$ cat src/smc_pkg.sv
// package of constants for the static memory read/write waveform generator
package smc_pkg;

  // ----------------------------------------------------------------
  // interface geometry
  // ----------------------------------------------------------------
  localparam int NUM_CS     = 4;
  localparam int ADDR_W     = 26;
  localparam int DATA_W     = 32;
  localparam int CNT_W      = 10;

  // ----------------------------------------------------------------
  // timing field layout
  // ----------------------------------------------------------------
  localparam int SETUP_W    = 6;
  localparam int PULSE_W    = 7;
  localparam int CYCLE_W    = 9;
  localparam int SETUP_HI   = 128;
  localparam int PULSE_HI   = 256;
  localparam int CYCLE_HI   = 256;
  // positions of each setup/pulse/cycle field inside its per-chip-select word
  localparam int NRD_POS    = 0;
  localparam int CSRD_POS   = 1;
  localparam int NWE_POS    = 2;
  localparam int CSWR_POS   = 3;
  localparam int RDCYC_POS  = 0;
  localparam int WRCYC_POS  = 1;

  // ----------------------------------------------------------------
  // data bus width codes
  // ----------------------------------------------------------------
  localparam logic [1:0] DBW_8  = 2'h0;
  localparam logic [1:0] DBW_16 = 2'h1;
  localparam logic [1:0] DBW_32 = 2'h2;

  // ----------------------------------------------------------------
  // reset values
  // ----------------------------------------------------------------
  localparam logic [CNT_W-1:0] CNT_RST = 10'h000;

  // ----------------------------------------------------------------
  // controller states
  // ----------------------------------------------------------------
  typedef enum logic [2:0] {
    SMC_IDLE  = 3'b001,
    SMC_READ  = 3'b010,
    SMC_WRITE = 3'b100
  } smc_state_t;

endpackage : smc_pkg

$ cat src/smc_edge_gen.sv
// one strobe generator: low between setup and setup+pulse of the cycle counter
`timescale 1ns/1ps
module smc_edge_gen
  import smc_pkg::*;
(
  // clock and reset
  input  wire logic             clk,
  input  wire logic             rst,
  // cycle position
  input  wire logic             active,
  input  wire logic             last,
  input  wire logic [CNT_W-1:0] cnt,
  input  wire logic [CNT_W-1:0] setup,
  input  wire logic [CNT_W-1:0] pulse,
  input  wire logic             next_same,
  // strobe
  output logic                  strobe_n,
  output logic                  rise
);
  logic             nxt_low;
  logic             strobe_n_ff;
  logic [CNT_W-1:0] nxt_cnt;
  logic [CNT_W-1:0] edge_end;

  // ----------------------------------------------------------------
  // strobe window
  // ----------------------------------------------------------------
  // counter value one cycle ahead, so the strobe flop lines up with it
  assign nxt_cnt  = last ? CNT_RST : cnt + 10'h001;
  assign edge_end = setup + pulse;
  // next_same flags a taken access with null setup: the strobe then falls in its cycle 0
  assign nxt_low  = next_same || (active && !last && nxt_cnt >= setup && nxt_cnt < edge_end);
  // rising edge is made on the clock where the strobe is low and leaves the window
  assign rise     = active && !strobe_n_ff && (cnt + 10'h001 == edge_end);

  // strobe register, inactive high at reset
  always_ff @(posedge clk or posedge rst) begin
    if (rst) begin
      strobe_n_ff <= 1'b1;
    end else begin
      strobe_n_ff <= !nxt_low;
    end
  end

  assign strobe_n = strobe_n_ff;

endmodule : smc_edge_gen

$ cat src/smc_core.sv
// static memory controller read/write waveform engine for four chip selects
`timescale 1ns/1ps
// How it works
// - byte selects load with the address on each take, go high after the last cycle, and stay high in byte write mode.
// - each of four byte write strobes copies the write strobe timing.
// - address drives all bits for 8-bit, drops A0 for 16-bit, A1:A0 for 32-bit.
// - read strobe falls after setup, stays low for pulse, address held after.
// - read chip select has its own setup, pulse and hold counts.
// - read lasts programmed total; holds are total minus setup and pulse.
// - every timing is per chip select, in whole clock cycles.
// - zero setup and hold keeps read strobes low across back-to-back reads.
// - a per-chip-select read mode bit alone picks the capture signal.
// - read mode 1 captures data on the clock raising the read strobe.
// - read mode 0 captures data on the clock raising the chip select.
// - write strobe falls after setup, low for pulse, data held after.
// - write chip select uses counts separate from the read ones.
// - write lasts programmed total; holds are total minus setup and pulse.
// - zero write setup and hold keeps strobes low across back-to-back writes.
// - write mode 1 turns data drivers on after write strobe setup.
// - write mode 0 turns data drivers on after write chip select setup.
// - each chip select has a setup, a pulse and a cycle register.
// - setup is 6 bits, worth 128 times top bit plus low five.
// - pulse is 7 bits, worth 256 times top bit plus low six.
// - cycle is 9 bits, worth 256 times top two bits plus low seven.
// - four active-low chip selects, active-low read and write strobes.
module smc_core
  import smc_pkg::*;
(
  // clock and reset
  input  wire logic                                clk,
  input  wire logic                                rst,
  // per chip select timing words
  input  wire logic [NUM_CS-1:0][4*SETUP_W-1:0]    setup_cfg,
  input  wire logic [NUM_CS-1:0][4*PULSE_W-1:0]    pulse_cfg,
  input  wire logic [NUM_CS-1:0][2*CYCLE_W-1:0]    cycle_cfg,
  // per chip select mode bits
  input  wire logic [NUM_CS-1:0]                   read_mode,
  input  wire logic [NUM_CS-1:0]                   write_mode,
  input  wire logic [NUM_CS-1:0]                   byte_write_mode,
  input  wire logic [NUM_CS-1:0][1:0]              bus_width,
  // access request
  input  wire logic                                req_valid,
  output logic                                     req_ready,
  input  wire logic                                req_write,
  input  wire logic [1:0]                          req_cs,
  input  wire logic [ADDR_W-1:0]                   req_addr,
  input  wire logic [3:0]                          req_byte_en,
  input  wire logic [DATA_W-1:0]                   req_wdata,
  // read answer
  output logic                                     rd_valid,
  output logic [DATA_W-1:0]                        rd_data,
  // memory pins
  output logic [ADDR_W-1:0]                        mem_addr,
  output logic [NUM_CS-1:0]                        chip_select_n,
  output logic                                     read_strobe_n,
  output logic                                     write_strobe_n,
  output logic                                     byte0_write_strobe_n,
  output logic                                     byte1_write_strobe_n,
  output logic                                     byte2_write_strobe_n,
  output logic                                     byte3_write_strobe_n,
  output logic                                     byte0_select_n,
  output logic                                     byte1_select_n,
  output logic                                     byte2_select_n,
  output logic                                     byte3_select_n,
  input  wire logic [DATA_W-1:0]                   mem_data_in,
  output logic [DATA_W-1:0]                        mem_data_out,
  output logic                                     mem_data_oe
);
  import smc_pkg::*;

  // ----------------------------------------------------------------
  // field decoders
  // ----------------------------------------------------------------
  function automatic logic [CNT_W-1:0] dec_setup(input logic [SETUP_W-1:0] f);
    dec_setup = (f[5] ? CNT_W'(SETUP_HI) : CNT_W'(0)) + CNT_W'(f[4:0]);
  endfunction : dec_setup

  function automatic logic [CNT_W-1:0] dec_pulse(input logic [PULSE_W-1:0] f);
    dec_pulse = (f[6] ? CNT_W'(PULSE_HI) : CNT_W'(0)) + CNT_W'(f[5:0]);
  endfunction : dec_pulse

  function automatic logic [CNT_W-1:0] dec_cycle(input logic [CYCLE_W-1:0] f);
    dec_cycle = CNT_W'(f[8:7]) * CNT_W'(CYCLE_HI) + CNT_W'(f[6:0]);
  endfunction : dec_cycle

  // ----------------------------------------------------------------
  // registers
  // ----------------------------------------------------------------
  smc_state_t          state_ff, nxt_state;
  logic [CNT_W-1:0]    cnt_ff, nxt_cnt;
  logic [1:0]          cs_ff;
  logic                wr_ff;
  logic [3:0]          ben_ff;
  logic [ADDR_W-1:0]   addr_ff;
  logic [DATA_W-1:0]   wdata_ff;
  logic [DATA_W-1:0]   rdata_ff;
  logic                rd_valid_ff;
  logic                oe_ff;
  logic [3:0]          bsel_n_ff;

  // ----------------------------------------------------------------
  // timing selection for the access in flight
  // ----------------------------------------------------------------
  logic [CNT_W-1:0] st_setup, st_pulse, cs_setup, cs_pulse, total;
  logic             active, last, take, st_start_low, cs_start_low;
  logic             st_rise, cs_rise, st_low_n, cs_low_n;

  // the in-flight chip select picks its own set; reads and writes use separate fields
  assign st_setup = dec_setup(setup_cfg[cs_ff][(wr_ff ? NWE_POS : NRD_POS)*SETUP_W +: SETUP_W]);
  assign cs_setup = dec_setup(setup_cfg[cs_ff][(wr_ff ? CSWR_POS : CSRD_POS)*SETUP_W +: SETUP_W]);
  assign st_pulse = dec_pulse(pulse_cfg[cs_ff][(wr_ff ? NWE_POS : NRD_POS)*PULSE_W +: PULSE_W]);
  assign cs_pulse = dec_pulse(pulse_cfg[cs_ff][(wr_ff ? CSWR_POS : CSRD_POS)*PULSE_W +: PULSE_W]);
  assign total    = dec_cycle(cycle_cfg[cs_ff][(wr_ff ? WRCYC_POS : RDCYC_POS)*CYCLE_W +: CYCLE_W]);

  // hold phases fall out of the total: the access ends at total-1, whatever setup+pulse is
  assign active    = (state_ff != SMC_IDLE);
  assign last      = active && (cnt_ff + 10'h001 >= total);
  assign req_ready = !active || last;
  assign take      = req_valid && req_ready;
  // a taken access with null setup starts low at once, also from idle, so no gap appears
  logic [CNT_W-1:0] new_st_setup, new_cs_setup;
  assign new_st_setup = dec_setup(setup_cfg[req_cs][(req_write ? NWE_POS : NRD_POS)*SETUP_W +: SETUP_W]);
  assign new_cs_setup = dec_setup(setup_cfg[req_cs][(req_write ? CSWR_POS : CSRD_POS)*SETUP_W +: SETUP_W]);
  assign st_start_low = take && (new_st_setup == CNT_RST);
  assign cs_start_low = take && (new_cs_setup == CNT_RST);

  // ----------------------------------------------------------------
  // strobe generators
  // ----------------------------------------------------------------
  smc_edge_gen u_strobe (
    .clk       (clk),
    .rst       (rst),
    .active    (active),
    .last      (last),
    .cnt       (cnt_ff),
    .setup     (st_setup),
    .pulse     (st_pulse),
    .next_same (st_start_low),
    .strobe_n  (st_low_n),
    .rise      (st_rise)
  );

  smc_edge_gen u_select (
    .clk       (clk),
    .rst       (rst),
    .active    (active),
    .last      (last),
    .cnt       (cnt_ff),
    .setup     (cs_setup),
    .pulse     (cs_pulse),
    .next_same (cs_start_low),
    .strobe_n  (cs_low_n),
    .rise      (cs_rise)
  );

  // ----------------------------------------------------------------
  // state machine and counter
  // ----------------------------------------------------------------
  // the first strobe phase begins in cycle 0 when setup is null, so a new access
  // starts with counter 0 and the strobe flop is loaded from the lookahead
  always_comb begin
    nxt_state = state_ff;
    nxt_cnt   = cnt_ff;
    unique case (state_ff)
      SMC_IDLE: begin
        nxt_cnt = CNT_RST;
        if (take) begin
          nxt_state = req_write ? SMC_WRITE : SMC_READ;
        end
      end
      SMC_READ, SMC_WRITE: begin
        nxt_cnt = cnt_ff + 10'h001;
        if (last) begin
          nxt_cnt   = CNT_RST;
          nxt_state = take ? (req_write ? SMC_WRITE : SMC_READ) : SMC_IDLE;
        end
      end
      default: begin
        nxt_state = SMC_IDLE;
      end
    endcase
  end

  always_ff @(posedge clk or posedge rst) begin
    if (rst) begin
      state_ff <= SMC_IDLE;
      cnt_ff   <= CNT_RST;
    end else begin
      state_ff <= nxt_state;
      cnt_ff   <= nxt_cnt;
    end
  end

  // ----------------------------------------------------------------
  // address, byte selects and write data latch
  // ----------------------------------------------------------------
  // address bits below the bus width are forced low since the pins serve as strobes there
  logic [ADDR_W-1:0] nxt_addr;
  logic [1:0]        req_dbw;
  assign req_dbw  = bus_width[req_cs];
  assign nxt_addr = (req_dbw == DBW_32) ? {req_addr[ADDR_W-1:2], 2'h0} :
                    (req_dbw == DBW_16) ? {req_addr[ADDR_W-1:1], 1'h0} : req_addr;

  always_ff @(posedge clk or posedge rst) begin
    if (rst) begin
      cs_ff     <= 2'h0;
      wr_ff     <= 1'b0;
      ben_ff    <= 4'h0;
      addr_ff   <= {ADDR_W{1'b0}};
      wdata_ff  <= {DATA_W{1'b0}};
      bsel_n_ff <= 4'hF;
    end else if (take) begin
      cs_ff     <= req_cs;
      wr_ff     <= req_write;
      ben_ff    <= req_byte_en;
      addr_ff   <= nxt_addr;
      wdata_ff  <= req_wdata;
      // byte selects load in the same edge as the address
      bsel_n_ff <= ~req_byte_en;
    end else if (last) begin
      bsel_n_ff <= 4'hF;
    end
  end

  // ----------------------------------------------------------------
  // read capture and data drivers
  // ----------------------------------------------------------------
  logic capture, drive_on;
  // mode bit alone decides; the two waveforms are never compared
  assign capture  = (state_ff == SMC_READ) &&
                    (read_mode[cs_ff] ? st_rise : cs_rise);
  // drivers turn on from the controlling signal's setup and stay on to the end
  assign drive_on = (nxt_state == SMC_WRITE) &&
                    (take ? (write_mode[req_cs] ? st_start_low : cs_start_low)
                          : (nxt_cnt >= (write_mode[cs_ff] ? st_setup : cs_setup)));

  always_ff @(posedge clk or posedge rst) begin
    if (rst) begin
      rdata_ff    <= {DATA_W{1'b0}};
      rd_valid_ff <= 1'b0;
      oe_ff       <= 1'b0;
    end else begin
      rd_valid_ff <= capture;
      oe_ff       <= drive_on;
      if (capture) begin
        rdata_ff <= mem_data_in;
      end
    end
  end

  // ----------------------------------------------------------------
  // pin outputs
  // ----------------------------------------------------------------
  logic bw;
  assign bw = byte_write_mode[cs_ff];

  // chip select: one line per region, only the in-flight one follows the generator
  genvar g;
  generate
    for (g = 0; g < NUM_CS; g++) begin : g_cs
      assign chip_select_n[g] = (cs_ff == 2'(g)) ? cs_low_n : 1'b1;
    end
  endgenerate

  assign read_strobe_n  = wr_ff ? 1'b1 : st_low_n;
  assign write_strobe_n = (wr_ff && !bw) ? st_low_n : 1'b1;
  // byte writes copy the write strobe, gated per enabled byte
  assign byte0_write_strobe_n = (wr_ff && bw && ben_ff[0]) ? st_low_n : 1'b1;
  assign byte1_write_strobe_n = (wr_ff && bw && ben_ff[1]) ? st_low_n : 1'b1;
  assign byte2_write_strobe_n = (wr_ff && bw && ben_ff[2]) ? st_low_n : 1'b1;
  assign byte3_write_strobe_n = (wr_ff && bw && ben_ff[3]) ? st_low_n : 1'b1;
  assign byte0_select_n = bw ? 1'b1 : bsel_n_ff[0];
  assign byte1_select_n = bw ? 1'b1 : bsel_n_ff[1];
  assign byte2_select_n = bw ? 1'b1 : bsel_n_ff[2];
  assign byte3_select_n = bw ? 1'b1 : bsel_n_ff[3];
  assign mem_addr       = addr_ff;
  assign mem_data_out   = wdata_ff;
  assign mem_data_oe    = oe_ff;
  assign rd_valid       = rd_valid_ff;
  assign rd_data        = rdata_ff;

endmodule : smc_core

$ cat config.mk
export PLATFORM = sky130hd
export DESIGN_NAME = smc_core
export DESIGN_NICKNAME = d
export VERILOG_FILES = /design/src/smc_pkg.sv /design/src/smc_edge_gen.sv /design/src/smc_core.sv
export SDC_FILE = /design/constraint.sdc
export NUM_CORES = 1
export LEC_CHECK = 0
export BUFFER_PORTS_ARGS = -buffer_cell sky130_fd_sc_hd__buf_2
export CAP_MARGIN = 20
export CORE_AREA = 5 5 192 194
export CTS_CLUSTER_DIAMETER = 60
export DETAILED_ROUTE_END_ITERATION = 10
export DIE_AREA = 0 0 197 199
export HOLD_SLACK_MARGIN = 0.08
export PLACE_DENSITY = 0.57
export SYNTH_ARGS = -nofsm -noshare
export SYNTH_HDL_FRONTEND = slang
export SYNTH_HIERARCHICAL = 1
export SYNTH_SLANG_ARGS = --single-unit
$ cat constraint.sdc
create_clock -name clk -period 9.2 [get_ports clk]
set_input_delay 1.84 -clock clk [delete_from_list [all_inputs] [get_ports clk]]
set_output_delay 1.84 -clock clk [all_outputs]
set_load 0.1 [all_outputs]
==> run_results.csv, run 1 <==
group,metric,value,unit
run_status,outcome,"completed",
min_path,min-delay-start,"mem_addr[0]",
placed_design,hpwl,32200,um
logic_synthesis,synth_edf_count,0,
clocking,clock-sinks,118,
placed_design,port_buffers,506,
setup_path,worstSetupStartpointType,"register",
floorplan,core_area,35100,um^2
power,p_sw_share,51.0,%
global_route,grt-ovfl-total,0,
final_layout,syn2layout_area_growth,34.8,%
power,p_leak,7.16,nW
global_route,grt_pass1_vias,9922,
logic_synthesis,yosys-top-cells-count,"dfrtp_1 (111), mux4_2 (77), ha_1 (74)",
logic_synthesis,ys_seq_area_share,28.1,%
drt,vias,9447,
min_path,hold_depth,2,
floorplan,initial_utilization,30.1,%
clocking,worstSkewPairLatency,420,ps
power,totalPowerFinal,5.70,mW
setup_path,reg2reg_slack,3280,ps
logic_synthesis,synthArstFlopShare,100,%
drt,ant_nets,0,
setup_path,reg2regPathDepth,18,
min_path,hp-class,"reg -> reg",
logic_synthesis,yosysTopAreaCell,"dfrtp_1",
floorplan,rows,69,
floorplan,dieArea,39200,um^2
power,p_int,2.79,mW
logic_synthesis,syn_inst,876,
sta,max-slew-margin-rel,35.1,%
setup_path,reg2reg_to,"mem_data_oe",
setup_path,worst_ep_required_time,7360,ps
clocking,cts_max_level,4,
logic_synthesis,synthFlopType,"dfrtp_1",
global_route,grt_pass1_wl,56600,um
placed_design,dpl_cell_area,13600,um^2
setup_path,r2r_start,"cs_ff[0]",
final_layout,drive_gt1_share,57.1,%
logic_synthesis,synth_top_area_share,26.4,%
logic_synthesis,synth.yosys.warnings,6,
final_layout,final_util,40.5,%
placed_design,gp_congestion,0.959,
logic_synthesis,syn_avg_cell_area,12.0,um^2
logic_synthesis,synth_cell_type_count,75,
min_path,hold_end,"mem_addr[0]",
sta,layout_min_cycle_time,6670,ps
setup_path,cp_slowest_stage_delay,920,ps
clocking,clkTransAtPathRegs,60,ps
run,drv_cap,0,
sta,tns,0,ps
setup_path,path_cells,"buf_4 -> mux4_2 -> mux2_2 -> ha_1 -> or3b_2 -> o2111ai_1 -> a31o_2 -> a32o_1 -> nand2_1 -> buf_2",
logic_synthesis,synth_area_leaders,"dfrtp_1 (26%), mux4_2 (16%), mux2_4 (8.8%)",
logic_synthesis,synth-seq-cells,118,
setup_path,critPathBufInv,2,
drt,routed_wl,38300,um
power,pwr-share-comb,71.4,%
setup_path,cp.arrival,4830,ps
setup_path,cp_max_fo,41,
global_route,track_usage,18.5,%
floorplan,fp.dieH,199,um
final_layout,design_area,14200,um^2
setup_path,crit_path_end_kind,"output port",
power,pwr-share-clk,12.2,%
floorplan,die_w,197,um
drt,post_drt_wl_per_cell,20.5,um
clocking,cts_tree,"done",
floorplan,pin_count,507,
setup_path,crit_start,"cs_ff[0]",
sta,skew,13.6,ps
sta,fin_crit_sh,72.5,%
final_layout,nNetsFinal,1860,
drt,dr.first_iter.drc_count,396,
power,power_density,401,nW/um^2
sta,worst_pin_slew,972,ps
sta,slew_viol_final,0,
sta,finalHoldViolations,0,
logic_synthesis,yosysMostFrequentCell,"dfrtp_1",
clocking,cts_resized,0,
power,p_seq_share,16.4,%
clocking,cts_setup_buffers,0,
logic_synthesis,syn_area,10500,um^2
power,p_switching,2.91,mW
sta,rsz0062_at_grt,"false",
setup_path,slowest_stage,"dfrtp_4",
clocking,root_buffer,"clkbuf_16",
global_route,antenna_found_initial,19,
drt,via_per_inst,5.07,
setup_path,cp_top_family,"flip-flops",
power,irDropWorstVdd,0.416,mV
clocking,hold_buffers,0,
clocking,clk_path_buf_depth,2,
setup_path,crit_type,"reg -> out",
global_route,grt_max_degree,65,
sta,fmax,150,MHz
sta,finalSetupViolCount,0,
clocking,cts-buffers-inserted,17,
drt,drc_errors,0,
drt,first_pass_iters,5,
-- worst max path at each step --
stage / to / slack [ps] / cells after the start
floorplan: req_ready / 2960 / 8
global placement: req_ready / 2600 / 10
detailed placement: req_ready / 2580 / 10
CTS: req_ready / 2440 / 10
global route: req_ready / 2280 / 10
finish: req_ready / 2530 / 10
-- final cells by class --
type / count / area, um^2
Sequential cell: 118 / 2970
Timing Repair Buffer: 513 / 2580
Inverter: 35 / 134
Tap cell: 461 / 577
Multi-Input combinational cell: 699 / 7300
Fill cell: 3471 / 20800
Clock inverter: 13 / 171
Clock buffer: 19 / 453
Antenna cell: 6 / 15.0
-- logic make-up (layout without fill, tap and decap cells) --
family	Yosys count	count (layout)	synth area share [%]
multiplexers	216	216	33.3
AND/OR/NAND/NOR	195	195	10.7
AO/OA/AOI/OAI	128	128	8.34
flip-flops	118	118	28.1
buffers and inverters	80	580	3.48
adder cells (fa/ha/maj)	76	76	9.16
XOR/XNOR	62	62	6.88
other	1	28	0.0356
-- routing by layer --
metal	part of all wire (%)	up-vias	global-route usage, %	wire [um]
li1	-	4396	-	-
met1	38	4520	20.8	14400
met2	51	438	34.5	19700
met3	7.6	85	4.51	2930
met4	3.0	8	6.14	1140
met5	0.15	-	0	58
-- cells in the final DEF (no fill, tap or decap), types with 7 or more instances in the layout --
cell type    n
nor4_1      20
o21ai_1      7
mux2i_1     16
a21oi_1     27
or2_2        9
xnor2_1     29
mux4_2      77
a21o_1      13
mux2_4      62
dfrtp_1    108
or4b_2       7
ha_1        74
nand2_1     31
o21a_1       7
nand3_1     20
dfstp_2      7
nor3_1      16
o21ai_0     25
xor2_1      20
buf_4        7
or4_1        8
nor2_1      32
inv_1       34
nand2b_1     7
mux2_2      61
buf_2      506
conb_1      22
clkbuf_16   17
-- flip-flops by register name, indices dropped and copies added, names as in the netlist --
| name | flops |
|---|---|
| mem_data_out | 32 |
| rd_data | 32 |
| mem_addr | 26 |
| cnt_ff | 10 |
| ben_ff | 4 |
| bsel_n_ff | 4 |
| state_ff | 3 |
| cs_ff | 2 |
| mem_data_oe | 1 |
| rd_valid | 1 |
| u_select/strobe_n | 1 |
| u_strobe/strobe_n | 1 |
| wr_ff | 1 |
-- worst reg2reg max path, cell delays in order, from the launching register on --
cell and delay, ps:
dfrtp_4 920, buf_4 550, mux4_2 570, mux2_2 330, ha_1 280, or3b_2 460
o2111ai_1 120, a31o_2 200, a32o_1 390, and2_1 320, a22o_1 210, ha_1 230
o21ai_0 150, o21ai_0 110, a221o_1 320, a21oi_1 140, o21ai_0 90, a21oi_1 220
a31oi_1 130
-- power by group through the flow --
stage	registers [mW]	logic, mW	clock network (mW)
2_1_floorplan	1.75	2.48	0
3_3_place_gp	0.939	4.03	0
3_5_place_dp	0.947	4.06	0
4_1_cts	0.938	4.09	0.723
5_1_grt	0.971	4.35	0.744
6_report	0.932	4.07	0.696
-- stage by stage --
step | hold slack (ps) | std cells | setup slack, ps
6_report | 487 | 1864 | 2530
4_1_cts | 490 | 1858 | 2440
3_5_place_dp | 472 | 1826 | 2580
2_1_floorplan | 478 | 897 | 2960
5_1_grt | 510 | 1864 | 2280
3_3_place_gp | 459 | 1826 | 2600
Power figures use the tool's default switching activity.
==> inputs of run 2 (changes only) <==
CORE_AREA = 5 5 193 195   (was 5 5 192 194)
DIE_AREA = 0 0 198 200   (was 0 0 197 199)
PLACE_DENSITY = 0.59   (was 0.57)
clock period = 5.8 ns   (was 9.2 ns; I/O delays follow)
==> run 2 against run 1 <==
  * Die area is 1.0% higher
  * Power is 59% higher
  * Design area is 0.81% higher
  * Clock skew is 4.5 ps lower
  * Critical path depth is 1 higher
  * Sequential power is 50% higher
  * Sequential share of layout area is 0.17 points lower
==> run_results.csv, run 2 (same netlist as run 1, synthesis figures left out) <==
group,metric,value,unit
clocking,cts-buffers-inserted,17,
floorplan,initial_utilization,29.9,%
setup_path,cp_slowest_stage_delay,480,ps
final_layout,design_area,14300,um^2
global_route,grt-ovfl-total,0,
power,p_leak,7.22,nW
sta,slew_viol_final,0,
setup_path,cpMostUsedCell,"buf_2",
drt,ant_nets,0,
global_route,antenna_found_initial,19,
drt,dr.first_iter.drc_count,356,
min_path,min-delay-start,"mem_addr[0]",
floorplan,fp.dieH,200,um
setup_path,slowest_stage,"mux4_2",
final_layout,syn2layout_area_growth,35.8,%
sta,fmax,189,MHz
clocking,cts_resized,0,
setup_path,reg2reg_to,"rd_data[3]",
sta,whs,478,ps
setup_path,crit_type,"in -> out",
drt,via_per_inst,5.05,
global_route,grt_pass1_wl,57400,um
clocking,cts_max_level,4,
sta,rsz0062_at_grt,"false",
sta,tns,0,ps
setup_path,reg2regPathDepth,14,
drt,post_drt_wl_per_cell,20.9,um
min_path,hold_end,"mem_addr[0]",
final_layout,nNetsFinal,1868,
setup_path,worstSetupStartpointType,"primary input",
floorplan,die_w,198,um
run_status,outcome,"completed",
setup_path,crit_path_end_kind,"output port",
placed_design,dpl_cell_area,13700,um^2
sta,finalHoldViolations,0,
clocking,cts_tree,"done",
drt,vias,9483,
floorplan,dieArea,39600,um^2
floorplan,core_area,35200,um^2
run,drv_cap,0,
power,irDropWorstVdd,0.620,mV
global_route,track_usage,18.7,%
setup_path,r2r_start,"cs_ff[0]",
sta,layout_min_cycle_time,5300,ps
final_layout,final_cell_mix,"buf_2 (506), dfrtp_1 (108), mux4_2 (77), ha_1 (74), mux2_4 (62)",
clocking,worstSkewPairLatency,410,ps
sta,worst_pin_slew,952,ps
clocking,clock-sinks,118,
min_path,hold_depth,2,
setup_path,reg2reg_slack,700,ps
setup_path,worst_ep_required_time,4640,ps
clocking,root_buffer,"clkbuf_16",
placed_design,hpwl,33100,um
global_route,grt_max_degree,73,
clocking,clkTransAtPathRegs,60,ps
clocking,hold_buffers,0,
placed_design,port_buffers,506,
setup_path,path_cells,"buf_2 -> mux4_2 -> mux2_2 -> ha_1 -> or3b_2 -> o2111ai_1 -> a31o_2 -> a32o_1 -> buf_4 -> nand2_1 -> buf_2",
sta,max-slew-margin-rel,36.6,%
drt,drc_errors,0,
sta,finalSetupViolCount,0,
sta,fin_crit_sh,91.4,%
setup_path,cp.arrival,4140,ps
final_layout,layout_commonest_cell,"buf_2",
power,power_density,634,nW/um^2
drt,routed_wl,39200,um
floorplan,pin_count,507,
min_path,hp-class,"reg -> reg",
global_route,grt_pass1_vias,10113,
placed_design,gp_congestion,0.950,
setup_path,cp_max_fo,6,
drt,first_pass_iters,5,
sta,skew,9.07,ps
clocking,cts_setup_buffers,0,
final_layout,drive_gt1_share,57.2,%
floorplan,rows,69,
clocking,clk_path_buf_depth,2,
[run 2: changes by cell type in the layout (fill, tap and decap cells not counted), moves of 2 or more]
| cell | delta |
|---|---|
| buf_12 | +5 |
| buf_4 | +3 |
| clkbuf_8 | -2 |
| diode_2 | +5 |
| inv_6 | +3 |
[run 2: final cells by class]
| type | count | area, um^2 |
|---|---|---|
| antenna | 11 | 27.5 |
| clock buffer | 18 | 429 |
| clock inverter | 14 | 175 |
| fill | 3444 | 20900 |
| inverter | 35 | 134 |
| multi-input combinational | 699 | 7300 |
| sequential | 118 | 2970 |
| tap | 461 | 577 |
| timing repair buffer | 521 | 2710 |
[run 2: layer usage]
layer	global-route usage [%]	share of wire, %	vias to the layer above
li1	-	-	4422
met4	7.91	3.0	4
met1	21.5	39	4567
met3	4.06	7.0	58
met2	33.9	51	432
met5	0	0.064	-
[run 2: how the worst max path moves through the flow]
stage	startpoint	depth (start not counted)	slack, ps	to
after floorplan	cs_ff[0]	18	780	rd_data[0]
after global placement	cycle_cfg[63]	18	480	u_strobe/strobe_n
after detailed placement	setup_cfg[90]	16	400	rd_data[3]
after CTS	cs_ff[0]	10	460	req_ready
after global routing	cs_ff[0]	10	320	req_ready
final	cycle_cfg[63]	11	500	req_ready
[run 2: metrics by stage]
step | utilization [%] | total power [mW] | worst slack, ps | instances
2_1_floorplan | - | 6.71 | 784 | 897
3_3_place_gp | 38.9 | 7.96 | 479 | 1834
3_5_place_dp | 38.9 | 8.03 | 401 | 1834
4_1_cts | 40.6 | 9.17 | 463 | 1866
5_1_grt | 40.7 | 9.68 | 317 | 1877
6_report | 40.7 | 9.08 | 498 | 1877
[run 2: power breakdown]
part	internal (mW)	total, mW	switching [mW]
clock network	0.680	1.08	0.401
registers	1.11	1.40	0.288
logic	2.66	6.60	3.95
[run 2: worst max-delay path, delay by kind of cell]
family | cells | cell delay, ps
AOI/OAI and AO/OA | 3 | 650
adders and majority gates | 1 | 280
buffers and inverters | 3 | 640
muxes | 2 | 800
and+or+nand+nor | 2 | 610
==> inputs of run 3 (changes only) <==
RECOVER_POWER = 25   (was default)
SKIP_LAST_GASP = 1   (was default)
==> run 3 against run 2 <==
  * The flow now finishes with violations (max-capacitance violations, max-slew violations)
  * Clock skew is 2.7 ps higher
  * Utilization hardly changed
  * Clock power about the same
  * Combinational power about the same
  * Hold slack improved by 0.72 ps
  * Routed wire length is essentially flat
  * Fmax barely moved
  * Sequential power about the same
  * Flip-flop and latch count unchanged
  * Count of clock-buffer cells in the layout unchanged
  * Critical path type unchanged
  * Largest power group unchanged
==> run_results.csv, run 3 (same netlist as run 1, synthesis figures left out) <==
group,metric,value,unit
setup_path,worst_ep_required_time,4640,ps
run,drv_cap,1,
setup_path,slowest_stage,"mux4_2",
drt,dr.first_iter.drc_count,370,
global_route,grt_pass1_wl,57400,um
sta,fmax,189,MHz
power,p_leak,7.17,nW
power,p_sw_share,51.1,%
sta,slew_viol_final,73,
sta,finalSetupViolCount,0,
global_route,grt_max_degree,73,
sta,rsz0062_at_grt,"false",
clocking,hold_buffers,0,
final_layout,layout_commonest_cell,"buf_2",
clocking,cts_tree,"done",
floorplan,die_w,198,um
sta,layout_min_cycle_time,5300,ps
floorplan,dieArea,39600,um^2
final_layout,syn2layout_area_growth,35.7,%
run_status,violations,"max-capacitance violations, max-slew violations",
sta,worst_pin_slew,3340,ps
final_layout,drive_gt1_share,56.3,%
power,p_int,4.44,mW
floorplan,core_area,35200,um^2
power,pwr-share-comb,72.7,%
global_route,antenna_found_initial,19,
floorplan,initial_utilization,29.9,%
power,power_density,635,nW/um^2
setup_path,cpMostUsedCell,"buf_2",
power,totalPowerFinal,9.08,mW
setup_path,cp_slowest_stage_delay,480,ps
power,pwr-share-clk,11.9,%
power,irDropWorstVdd,0.620,mV
power,p_switching,4.64,mW
sta,skew,11.8,ps
drt,ant_nets,0,
placed_design,port_buffers,506,
placed_design,gp_congestion,0.950,
sta,tns,0,ps
sta,whs,479,ps
setup_path,path_cells,"buf_2 -> mux4_2 -> mux2_2 -> ha_1 -> or3b_2 -> o2111ai_1 -> a31o_2 -> a32o_1 -> buf_4 -> nand2_1 -> buf_2",
clocking,cts_max_level,4,
clocking,cts_setup_buffers,0,
clocking,clk_path_buf_depth,2,
sta,fin_crit_sh,91.4,%
global_route,grt_pass1_vias,10113,
drt,via_per_inst,5.05,
drt,first_pass_iters,5,
floorplan,fp.dieH,200,um
clocking,cts-buffers-inserted,17,
setup_path,cp.arrival,4140,ps
setup_path,crit_type,"in -> out",
drt,post_drt_wl_per_cell,20.9,um
drt,drc_errors,0,
clocking,worstSkewPairLatency,410,ps
drt,routed_wl,39200,um
clocking,clock-sinks,118,
setup_path,crit_path_end_kind,"output port",
final_layout,nNetsFinal,1868,
setup_path,cp_max_fo,6,
drt,vias,9479,
final_layout,nFillCells,3454,
floorplan,rows,69,
global_route,track_usage,18.7,%
placed_design,hpwl,33100,um
clocking,cts_resized,0,
final_layout,final_cell_mix,"buf_2 (493), dfrtp_1 (108), mux4_2 (77), ha_1 (74), mux2_4 (62)",
power,p_seq_share,15.4,%
sta,max-slew-margin-rel,-124,%
run_status,outcome,"finished with violations",
global_route,grt-ovfl-total,0,
clocking,root_buffer,"clkbuf_16",
min_path,hp-class,"reg -> reg",
clocking,clkTransAtPathRegs,60,ps
sta,finalHoldViolations,0,
setup_path,worstSetupStartpointType,"primary input",
floorplan,pin_count,507,
run 3: changes by cell type in the layout (fill, tap and decap cells not counted):
cell,change
buf_2,-13
clkinvlp_2,+1
clkbuf_1,+13
inv_4,-1
run 3: stage by stage:
| step | std cells | setup slack, ps | utilization (%) | cell area [um^2] |
|---|---|---|---|---|
| 6_report | 1877 | 501 | 40.6 | 14300 |
| 5_1_grt | 1877 | 317 | 40.6 | 14300 |
| 4_1_cts | 1866 | 463 | 40.6 | 14300 |
| 3_5_place_dp | 1834 | 401 | 38.9 | 13700 |
| 3_3_place_gp | 1834 | 479 | 38.9 | 13700 |
| 2_1_floorplan | 897 | 784 | - | 10600 |
run 3: layout make-up:
| type | count | area (um^2) | share of cell area [%] |
|---|---|---|---|
| multi-input cells | 699 | 7300 | 51.0 |
| flip-flops and latches | 118 | 2970 | 20.8 |
| repair buffers | 521 | 2690 | 18.8 |
| well taps | 461 | 577 | 4.03 |
| clock buffers | 18 | 429 | 3.00 |
| clock inverters | 14 | 175 | 1.22 |
| inverters | 35 | 133 | 0.927 |
| diodes | 11 | 27.5 | 0.192 |
run 3: metal layers:
| layer | global-route usage (%) | routed length, um | vias up |
|---|---|---|---|
| met5 | 0 | 25 | - |
| met4 | 7.91 | 1210 | 4 |
| met3 | 4.06 | 2690 | 56 |
| met2 | 33.9 | 20100 | 424 |
| met1 | 21.5 | 15200 | 4576 |
| li1 | - | - | 4419 |
run 3: worst paths after layout:
check                         startpoint                 to  slack [ps]  depth (start not counted)
max                        cycle_cfg[63]          req_ready         500                         11
min                          mem_addr[0]        mem_addr[0]         480                          2
max in group asynchronous            rst           cs_ff[1]        2100                          2
min reg2reg                  mem_addr[0]        mem_addr[0]         480                          2
max reg2reg                     cs_ff[0]         rd_data[3]         690                         14
min in group asynchronous            rst  u_select/strobe_n         850                          2
run 3: critical path, delay by kind of cell:
kind | cells | cell delay [ps]
AO/OA/AOI/OAI | 3 | 650
AND/OR/NAND/NOR | 2 | 610
multiplexers | 2 | 800
adder cells (fa/ha/maj) | 1 | 280
buffers and inverters | 3 | 640
run 3: power groups by stage:
stage / Sequential [mW] / Clock [mW] / Combinational, mW
after global placement: 1.40 / 0 / 6.55
final: 1.40 / 1.08 / 6.60
after detailed placement: 1.42 / 0 / 6.61
after global routing: 1.44 / 1.15 / 7.08
after CTS: 1.41 / 1.12 / 6.64
after floorplan: 2.78 / 0 / 3.93
